==> config.mk <==
export PLATFORM = sky130hd
export DESIGN_NAME = servo_alarm_manager
export DESIGN_NICKNAME = d
export VERILOG_FILES = /design/src/rtl/alarm_pkg.sv /design/src/rtl/servo_alarm_manager.sv
export SDC_FILE = /design/constraint.sdc
export NUM_CORES = 2
export LEC_CHECK = 0
export ABC_AREA = 1
export ABC_CLOCK_PERIOD_IN_PS = 5720
export BUFFER_PORTS_ARGS = -buffer_cell sky130_fd_sc_hd__buf_2
export CORE_MARGIN = 4
export CORE_UTILIZATION = 55
export DETAILED_ROUTE_END_ITERATION = 12
export PLACE_DENSITY_LB_ADDON = 0.15
export SLEW_MARGIN = 25
export SYNTH_ARGS = -nofsm -noshare
export SYNTH_HDL_FRONTEND = slang
export SYNTH_SLANG_ARGS = --single-unit
export TNS_END_PERCENT = 20
==> constraint.sdc <==
create_clock -name clk -period 5.72 [get_ports clk]
set_input_delay 0.572 -clock clk [delete_from_list [all_inputs] [get_ports clk]]
set_output_delay 0.572 -clock clk [all_outputs]
set_load 0.03 [all_outputs]
==> src/rtl/alarm_pkg.sv <==
// Purpose: Shared constants and types of the servo alarm manager
// Assumes: 100 MHz clock
// Notes:   Alarm index 0 is the highest priority
package alarm_pkg;

  localparam int unsigned ALARM_COUNT       = 15;
  localparam int unsigned CLK_HZ            = 100000000;
  localparam int unsigned BLINK_MS          = 500;
  localparam int unsigned BLINK_CYCLES      = (CLK_HZ / 1000) * BLINK_MS;
  localparam int unsigned BLINK_CNT_WIDTH   = 26;
  localparam int unsigned TERMINAL_COUNT    = 5;
  localparam int unsigned FUNC_WIDTH        = 5;
  localparam logic [4:0]  FUNC_NONE         = 5'h00;
  localparam logic [4:0]  FUNC_FORCED_STOP  = 5'h05;
  localparam logic [15:0] DC_LINK_LIMIT_V   = 16'h01a4;   // 420 V
  localparam int unsigned OVERSPEED_NUM     = 11;         // 1.1 = 11/10
  localparam int unsigned OVERSPEED_DEN     = 10;
  localparam logic [14:0] ALARM_RESET_VALUE = 15'h0000;
  localparam logic [7:0]  DISPLAY_SEL_RESET = 8'h00;

  // Alarm bit positions, in priority order
  localparam int unsigned AL_OC1 = 0;
  localparam int unsigned AL_OC2 = 1;
  localparam int unsigned AL_OS  = 2;
  localparam int unsigned AL_OV  = 3;
  localparam int unsigned AL_ENC = 4;
  localparam int unsigned AL_CTL = 5;
  localparam int unsigned AL_MEM = 6;
  localparam int unsigned AL_RTR = 7;
  localparam int unsigned AL_ECM = 8;
  localparam int unsigned AL_DUP = 9;
  localparam int unsigned AL_OL  = 10;
  localparam int unsigned AL_LV  = 11;
  localparam int unsigned AL_RRS = 12;
  localparam int unsigned AL_DEV = 13;
  localparam int unsigned AL_AMP = 14;

  // Alarms that survive a sequence or keypad reset
  localparam logic [14:0] FATAL_MASK = 15'h0270;
  // Alarms that coast at once; the rest decelerate first
  localparam logic [14:0] COAST_MASK = 15'h03ff;

  typedef enum logic [1:0] {MODE_POSITION, MODE_SPEED, MODE_TORQUE} control_mode_type;

  typedef enum logic [3:0] {
    SEQ_BASE_OFF, SEQ_SERVO_ON, SEQ_READY_PULSE, SEQ_READY_TEST,
    SEQ_STOP_POS_OT, SEQ_STOP_NEG_OT, SEQ_STOP_FORCED, SEQ_UNDERVOLT
  } seq_state_type;

  typedef enum logic [1:0] {STOP_NONE, STOP_COAST, STOP_DECEL, STOP_DECEL_COAST} stop_type;

  // Raw detector inputs
  typedef struct packed {
    logic        overcurrent1;
    logic        overcurrent2;
    logic [15:0] speed;
    logic [15:0] max_speed;
    logic [15:0] dc_link_v;
    logic        encoder_fault;
    logic        control_power_fault;
    logic        memory_fault;
    logic        regen_transistor_hot;
    logic        encoder_comm_fault;
    logic        overload;
    logic        undervoltage;
    logic        regen_resistor_hot;
    logic        deviation_limit;
    logic        amplifier_hot;
  } detect_type;

  // Display word: symbolic codes, decoded to segments elsewhere
  typedef struct packed {
    logic             alarm_shown;
    logic             blank;
    logic [3:0]       alarm_code;
    control_mode_type mode;
    seq_state_type    seq;
    logic [7:0]       select;
  } display_type;

endpackage : alarm_pkg

==> src/rtl/servo_alarm_manager.sv <==
// Purpose: Alarm latching, priority display, stop action and reset of a servo amplifier
// Assumes: Detector inputs are asynchronous to clk; terminal assignments are static
// Notes:   Faults latch five edges after they appear, through a four-stage pin path;
//          fatal classes clear only on rstn, which stands for a power cycle
// Contract
// RULE1 - Without alarms, show the quantity chosen by the display selection setting
// RULE2 - Without alarms, first digit shows position, speed or torque control mode
// RULE3 - Digits two to four show base off, servo on, pulse ready, test ready
// RULE4 - Also distinct codes for both overtravels, forced stop and undervoltage
// RULE5 - Any detected alarm replaces the normal display with its blinking code
// RULE6 - Several alarms pending: show the highest priority of fifteen fixed ranks
// RULE7 - Alarm display blinks with a half second toggle interval
// RULE8 - Ten alarm classes drop drive at once and let the motor coast
// RULE9 - Five alarm classes decelerate at maximum torque, then coast
// RULE10 - Reset sequence input clears pending resettable alarms
// RULE11 - Encoder, control power, memory, duplication alarms only clear by power cycle
// RULE12 - Keypad test mode alarm reset also clears resettable alarms
// RULE13 - Main transistor overcurrent raises an overcurrent alarm
// RULE14 - Speed above 1.1 times rated maximum raises overspeed
// RULE15 - DC link above its limit raises overvoltage
// RULE16 - Parameter set can be read out to and written from a loader
// RULE17 - Overvoltage threshold is about 420 volts
// RULE18 - Same function on two terminals raises duplication, forced stop excepted
// RULE19 - Alarm flags stay latched until a valid reset or power cycle
`timescale 1ns/1ps
module servo_alarm_manager
(
  // Clock and reset
  input  wire logic                        clk,
  input  wire logic                        rstn,
  // Detectors and status
  input  wire alarm_pkg::detect_type       detect,
  input  wire alarm_pkg::control_mode_type mode_in,
  input  wire alarm_pkg::seq_state_type    seq_in,
  input  wire logic [7:0]                  display_select,
  input  wire logic [24:0]                 sequence_input_terminal_func,
  // Reset requests
  input  wire logic                        seq_reset,
  input  wire logic                        keypad_alarm_reset,
  // Parameter loader
  input  wire logic                        param_wr,
  input  wire logic [6:0]                  param_addr,
  input  wire logic [15:0]                 param_wdata,
  output logic [15:0]                      param_rdata,
  // Results
  output alarm_pkg::display_type           display,
  output logic                             display_on,
  output alarm_pkg::stop_type              stop_action,
  output logic [14:0]                      alarm_flags
);

  localparam int unsigned BLINK_CNT_WIDTH_L = alarm_pkg::BLINK_CNT_WIDTH;

  alarm_pkg::detect_type        detect_s1;
  alarm_pkg::detect_type        detect_s2;
  alarm_pkg::detect_type        detect_s3;
  alarm_pkg::detect_type        settled;
  logic [19:0]                  speed_scaled;
  logic [19:0]                  limit_scaled;
  logic [3:0]                   dup_line;
  logic [14:0]                  raw;
  logic                         rst_s1;
  logic                         rst_s2;
  logic                         rst_s3;
  logic                         key_s1;
  logic                         key_s2;
  logic                         key_s3;
  logic [14:0]                  next_alarm;
  logic                         clear;
  logic [BLINK_CNT_WIDTH_L-1:0] blink_cnt;
  logic                         blink;
  logic [3:0]                   top_code;
  logic                         dup;
  logic [15:0]                  param_mem [0:127];

  // Duplicate terminal assignment check; forced stop may repeat
  always_comb
  begin
    dup = 1'b0;
    for (int i = 0; i < alarm_pkg::TERMINAL_COUNT; i++)
      for (int j = i + 1; j < alarm_pkg::TERMINAL_COUNT; j++)
        if (sequence_input_terminal_func[i*5 +: 5] == sequence_input_terminal_func[j*5 +: 5] &&
            sequence_input_terminal_func[i*5 +: 5] != alarm_pkg::FUNC_NONE &&
            sequence_input_terminal_func[i*5 +: 5] != alarm_pkg::FUNC_FORCED_STOP)
          dup = 1'b1; // RULE18
  end

  // Two-stage synchronisers; no logic reads a detector before the second stage
  always_ff @(posedge clk or negedge rstn)
  begin
    if (!rstn)
    begin
      detect_s1 <= '0;
      detect_s2 <= '0;
    end
    else
    begin
      detect_s1 <= detect;
      detect_s2 <= detect_s1;
    end
  end

  // Third stage. A word is taken only when two samples agree, so a word caught
  // mid-change never reaches a comparator; a word that changes every clock is never taken
  always_ff @(posedge clk or negedge rstn)
  begin
    if (!rstn)
    begin
      detect_s3 <= '0;
      settled   <= '0;
    end
    else
    begin
      detect_s3 <= detect_s2;
      // Single-bit faults only step on, keeping the same depth as the words
      settled.overcurrent1         <= detect_s3.overcurrent1;
      settled.overcurrent2         <= detect_s3.overcurrent2;
      settled.encoder_fault        <= detect_s3.encoder_fault;
      settled.control_power_fault  <= detect_s3.control_power_fault;
      settled.memory_fault         <= detect_s3.memory_fault;
      settled.regen_transistor_hot <= detect_s3.regen_transistor_hot;
      settled.encoder_comm_fault   <= detect_s3.encoder_comm_fault;
      settled.overload             <= detect_s3.overload;
      settled.undervoltage         <= detect_s3.undervoltage;
      settled.regen_resistor_hot   <= detect_s3.regen_resistor_hot;
      settled.deviation_limit      <= detect_s3.deviation_limit;
      settled.amplifier_hot        <= detect_s3.amplifier_hot;
      // Words hold their last agreed value
      if (detect_s2.speed == detect_s3.speed)
        settled.speed <= detect_s2.speed;
      if (detect_s2.max_speed == detect_s3.max_speed)
        settled.max_speed <= detect_s2.max_speed;
      if (detect_s2.dc_link_v == detect_s3.dc_link_v)
        settled.dc_link_v <= detect_s2.dc_link_v;
    end
  end

  // Duplication check delayed to the detector depth, so that faults raised
  // together latch on one edge and the shown code does not step through them
  always_ff @(posedge clk or negedge rstn)
  begin
    if (!rstn)
      dup_line <= 4'h0;
    else
      dup_line <= {dup_line[2:0], dup}; // RULE18
  end

  // Overspeed compares speed*10 with max*11; 20 bits hold both products without loss
  always_comb
  begin
    speed_scaled = {4'h0, settled.speed} * 20'(alarm_pkg::OVERSPEED_DEN);
    limit_scaled = {4'h0, settled.max_speed} * 20'(alarm_pkg::OVERSPEED_NUM);
  end

  // Raw fault conditions, taken from settled samples except duplication, which comes from dup_line
  always_comb
  begin
    raw = 15'h0000;
    raw[alarm_pkg::AL_OC1] = settled.overcurrent1; // RULE13
    raw[alarm_pkg::AL_OC2] = settled.overcurrent2; // RULE13
    raw[alarm_pkg::AL_OS]  = speed_scaled > limit_scaled; // RULE14
    raw[alarm_pkg::AL_OV]  = settled.dc_link_v > alarm_pkg::DC_LINK_LIMIT_V; // RULE15 RULE17
    raw[alarm_pkg::AL_ENC] = settled.encoder_fault;
    raw[alarm_pkg::AL_CTL] = settled.control_power_fault;
    raw[alarm_pkg::AL_MEM] = settled.memory_fault;
    raw[alarm_pkg::AL_RTR] = settled.regen_transistor_hot;
    raw[alarm_pkg::AL_ECM] = settled.encoder_comm_fault;
    raw[alarm_pkg::AL_DUP] = dup_line[3];
    raw[alarm_pkg::AL_OL]  = settled.overload;
    raw[alarm_pkg::AL_LV]  = settled.undervoltage;
    raw[alarm_pkg::AL_RRS] = settled.regen_resistor_hot;
    raw[alarm_pkg::AL_DEV] = settled.deviation_limit;
    raw[alarm_pkg::AL_AMP] = settled.amplifier_hot;
  end

  // Sequence reset pin; the third stage gives a rising-edge detect
  always_ff @(posedge clk or negedge rstn)
  begin
    if (!rstn)
    begin
      rst_s1 <= 1'b0;
      rst_s2 <= 1'b0;
      rst_s3 <= 1'b0;
    end
    else
    begin
      rst_s1 <= seq_reset;
      rst_s2 <= rst_s1;
      rst_s3 <= rst_s2;
    end
  end

  // Keypad alarm reset; edge detected too, so a held key clears only once
  always_ff @(posedge clk or negedge rstn)
  begin
    if (!rstn)
    begin
      key_s1 <= 1'b0;
      key_s2 <= 1'b0;
      key_s3 <= 1'b0;
    end
    else
    begin
      key_s1 <= keypad_alarm_reset;
      key_s2 <= key_s1;
      key_s3 <= key_s2;
    end
  end

  assign clear = (rst_s2 & ~rst_s3) | (key_s2 & ~key_s3); // RULE10 RULE12

  // Latch: a fault present in the clear cycle still sets its flag
  always_comb
  begin
    next_alarm = alarm_flags;
    if (clear)
      next_alarm = alarm_flags & alarm_pkg::FATAL_MASK; // RULE11
    next_alarm = next_alarm | raw; // RULE19
  end

  // Alarm flags; only rstn (power on) clears the fatal classes
  always_ff @(posedge clk or negedge rstn)
  begin
    if (!rstn)
      alarm_flags <= alarm_pkg::ALARM_RESET_VALUE;
    else
      alarm_flags <= next_alarm; // RULE19
  end

  // Priority encoder, lowest index wins
  always_comb
  begin
    top_code = 4'hf;
    for (int k = alarm_pkg::ALARM_COUNT - 1; k >= 0; k--)
      if (alarm_flags[k])
        top_code = 4'(k); // RULE6
  end

  // Half-second blink toggle; free-running so phase is not tied to the alarm
  always_ff @(posedge clk or negedge rstn)
  begin
    if (!rstn)
    begin
      blink_cnt <= '0;
      blink     <= 1'b1;
    end
    else if (blink_cnt == BLINK_CNT_WIDTH_L'(alarm_pkg::BLINK_CYCLES - 1))
    begin
      blink_cnt <= '0;
      blink     <= ~blink; // RULE7
    end
    else
      blink_cnt <= blink_cnt + 1'b1;
  end

  // Display word
  always_ff @(posedge clk or negedge rstn)
  begin
    if (!rstn)
    begin
      display    <= '0;
      display_on <= 1'b0;
    end
    else
    begin
      display_on           <= 1'b1;
      display.select       <= display_select; // RULE1
      display.mode         <= mode_in; // RULE2
      display.seq          <= seq_in; // RULE3 RULE4
      display.alarm_shown  <= |alarm_flags; // RULE5
      display.alarm_code   <= top_code; // RULE6
      display.blank        <= (|alarm_flags) & ~blink; // RULE5 RULE7
    end
  end

  // Stop action chosen from the highest priority class present
  always_ff @(posedge clk or negedge rstn)
  begin
    if (!rstn)
      stop_action <= alarm_pkg::STOP_NONE;
    else if (|(alarm_flags & alarm_pkg::COAST_MASK))
      stop_action <= alarm_pkg::STOP_COAST; // RULE8
    else if (|alarm_flags)
      stop_action <= alarm_pkg::STOP_DECEL_COAST; // RULE9
    else
      stop_action <= alarm_pkg::STOP_NONE;
  end

  // Parameter store for loader copy in both directions
  always_ff @(posedge clk)
  begin
    if (param_wr)
      param_mem[param_addr] <= param_wdata; // RULE16
  end

  // Registered read port for loader upload
  always_ff @(posedge clk or negedge rstn)
  begin
    if (!rstn)
      param_rdata <= 16'h0000;
    else
      param_rdata <= param_mem[param_addr]; // RULE16
  end

endmodule : servo_alarm_manager

==> flow_summary.yaml <==
placed_design:
  dp.cells: 10800
  placed_area_sq_um: 100000
  port_buffers: 180
  hpwlAfterDp_mm: 163
  routabilityCongestion: 0.924
synth:
  yosysWarnings: 0
  syn_inst: 8464
  synth_area_sq_um: 96100
  postSynthAreaPerCell_sq_um: 11.4
  yosys.cell_types.count: 51
  yosysMostFrequentCell: "nand2_1"
  synth.top_cells.by_count: "nand2_1, edfxtp_1, a21oi_1"
  synth-edff-count: 2048
  yosysTopAreaCell: "edfxtp_1"
  yosysSeqAreaShare_pct: 72.6
  async_flop_share_pct: 13.9
  synthesis.nets: 8688
  ys.flop_type: "edfxtp_1"
  synth.area.top_cells: "edfxtp_1, nand2_1, dfrtp_1, a21oi_1, nor2_1"
  ys_seq_elements: 2379
  yosysTopAreaCellShare_pct: 64.0
finish:
  fin_nets: 9048
  register_area_sq_um: 69800
  multi_input_area_sq_um: 23900
  final_util_pct: 62.5
  syn2layout_area_growth_pct: 13.0
  instances_no_fill: 11400
  nFillCells: 13600
  fin_area_sq_um: 109000
  drive_gt1_share_pct: 8.82
worst_setup_path:
  startpoint_type: "flop"
  crit_slowest_cell: "fa_1"
  cp_max_fo: 4
  worstPathRequired_ns: 6.46
  crit_chain: "ha_1 -> inv_1 -> fa_1 -> inv_1 -> ha_1 -> nand3_1 -> nand2_1 -> nand2_1 -> nand2_1 -> nand2_1 -> o21ai_0 -> nand3_1 -> nand2_1 -> xor2_1 -> ha_1 -> nand2_1 -> inv_1 -> nand3_1 -> inv_1 -> a21oi_1 -> a21boi_0 -> o21ai_0"
  crit_top_cell: "nand2_1"
  rrSetupSlack_ns: 1.83
  arrival_ns: 4.62
  setup.worst_path.end_class: "flop"
  critPathKind: "reg -> reg"
  slowest_delay_ns: 0.47
cts:
  clk_pin_slew_ns: 0.06
  cts_buffer_depth: 3
  h-tree-depth: 4
  post_cts_resized: 0
  numCtsBuffers: 233
  cts_tree: "built"
  cts_setup_buffers: 0
  root_buffer: "clkbuf_16"
  hold_buffers: 78
  clk_latency_ns: 0.90
  cts.sinks: 2379
pwr:
  total_power_mw: 36.1
  ir_drop_mv: 0.306
  p_per_area_nw_per_um2: 332
  p_leak_nw: 43.0
die:
  fp-row-count: 153
  core-area_sq_um: 174000
  io_pins: 181
  dieArea_sq_um: 182000
  start_util_pct: 55.3
  die_h_um: 426
  dieWidth_um: 426
route:
  wl_per_cell_um: 24.3
  drc_errors: 0
  via_per_inst: 5.69
  drt_pre_antenna_iters: 6
  drt_iter0_drc: 8143
  drt-total-wl_mm: 276
  drtAntennaViolNets: 0
  route.vias.total: 64600
timing:
  min_period_ns: 3.89
  hold_violations: 0
  clock_skew_ns: 0.0735
  max-slew-margin-rel_pct: 25.9
  worst_pin_slew_ns: 1.11
  setup-tns-final_ns: 0
  rsz0062_at_grt: "false"
  fmax_mhz: 257
  slew_viol_final: 0
  fin_crit_sh_pct: 68.0
  setup_viol: 0
global_route:
  grt_pass1_vias: 61800
  antenna_found_initial: 21
  grt_max_degree: 161
  grt.overflow.total: 0
  grt_usage_pct: 30.2
  grt_pass1_wl_mm: 404
job:
  maxCapViolations: 0
worst_hold_path:
  min_path_type: "in -> reg"
status:
  status: "finished clean"
cell usage in the layout (no fill, tap or decap), drive strengths merged, types with 83 or more instances in the layout:
cell type,instances
a21oi,529
buf,426
clkbuf,324
clkinv,91
dfrtp,330
edfxtp,2048
ha,83
inv,225
nand2,3728
nand3,95
nor2,483
o21ai,254
kinds of logic (layout without fill, tap and decap cells):
group | count (synthesis) | count (layout) | synth area share [%]
other cells | 1 | 10 | 0.00390
compound gates | 840 | 840 | 4.52
simple gates | 4432 | 4432 | 17.8
flops | 2379 | 2379 | 72.6
buf+inv | 598 | 1159 | 2.65
xor+xnor | 117 | 117 | 1.07
fa+ha+maj | 97 | 97 | 1.37
path summary, 6_finish.rpt:
path                       depth (start not counted)               end           start
min in group asynchronous                          2       settled[38]            rstn
setup / recovery                                  22    alarm_flags[2]     settled[30]
hold reg to reg                                    0       dup_line[3]     dup_line[2]
setup reg to reg                                  22    alarm_flags[2]     settled[30]
max in group asynchronous                          3     detect_s3[24]            rstn
hold / removal                                     1  param_mem[22][8]  param_wdata[8]
power breakdown:
part | switching [mW] | internal (mW) | leakage (nW)
registers | 0.101 | 19.0 | 22.4
logic | 1.60 | 0.480 | 16.9
clock network | 6.54 | 8.39 | 3.64
per-stage QoR:
step | hold slack, ns | setup slack [ns]
3_5_place_dp | 0.335 | 1.71
5_1_grt | 0.112 | 1.37
2_1_floorplan | 0.276 | 2.28
4_1_cts | 0.197 | 1.77
3_3_place_gp | 0.332 | 1.71
6_report | 0.162 | 1.83
sequential cells by signal (all words and copies together), names as in the netlist, 2 cells and up:
register	flops
param_mem	2048
detect_s1	60
detect_s2	60
detect_s3	60
settled	48
blink_cnt	26
display	20
param_rdata	16
alarm_flags	15
raw	12
dup_line	4
stop_action	2
layout make-up:
cell class / instances / share of cell area, %
flip-flops and latches: 2379 / 64.2
multi-input cells: 5487 / 21.9
clock buffers: 324 / 5.91
repair buffers: 504 / 3.50
well taps: 2325 / 2.68
clock inverters: 112 / 0.945
inverters: 219 / 0.792
diodes: 9 / 0.0207
critical path, delay by kind of cell (launching register included):
family,cells,cell delay (ns)
buf+inv,4,0.20
flops,1,0.44
simple gates,9,0.82
compound gates,4,0.80
fa+ha+maj,4,1.37
xor+xnor,1,0.16
metal layers:
metal | up-vias | share of wire, % | track usage [%]
li1 | 29200 | - | -
met1 | 31500 | 39 | 41.4
met2 | 3341 | 46 | 47.4
met3 | 578 | 11 | 6.51
met4 | 6 | 4.4 | 12.6
met5 | - | 0.015 | 0
Power figures use the tool's default switching activity.
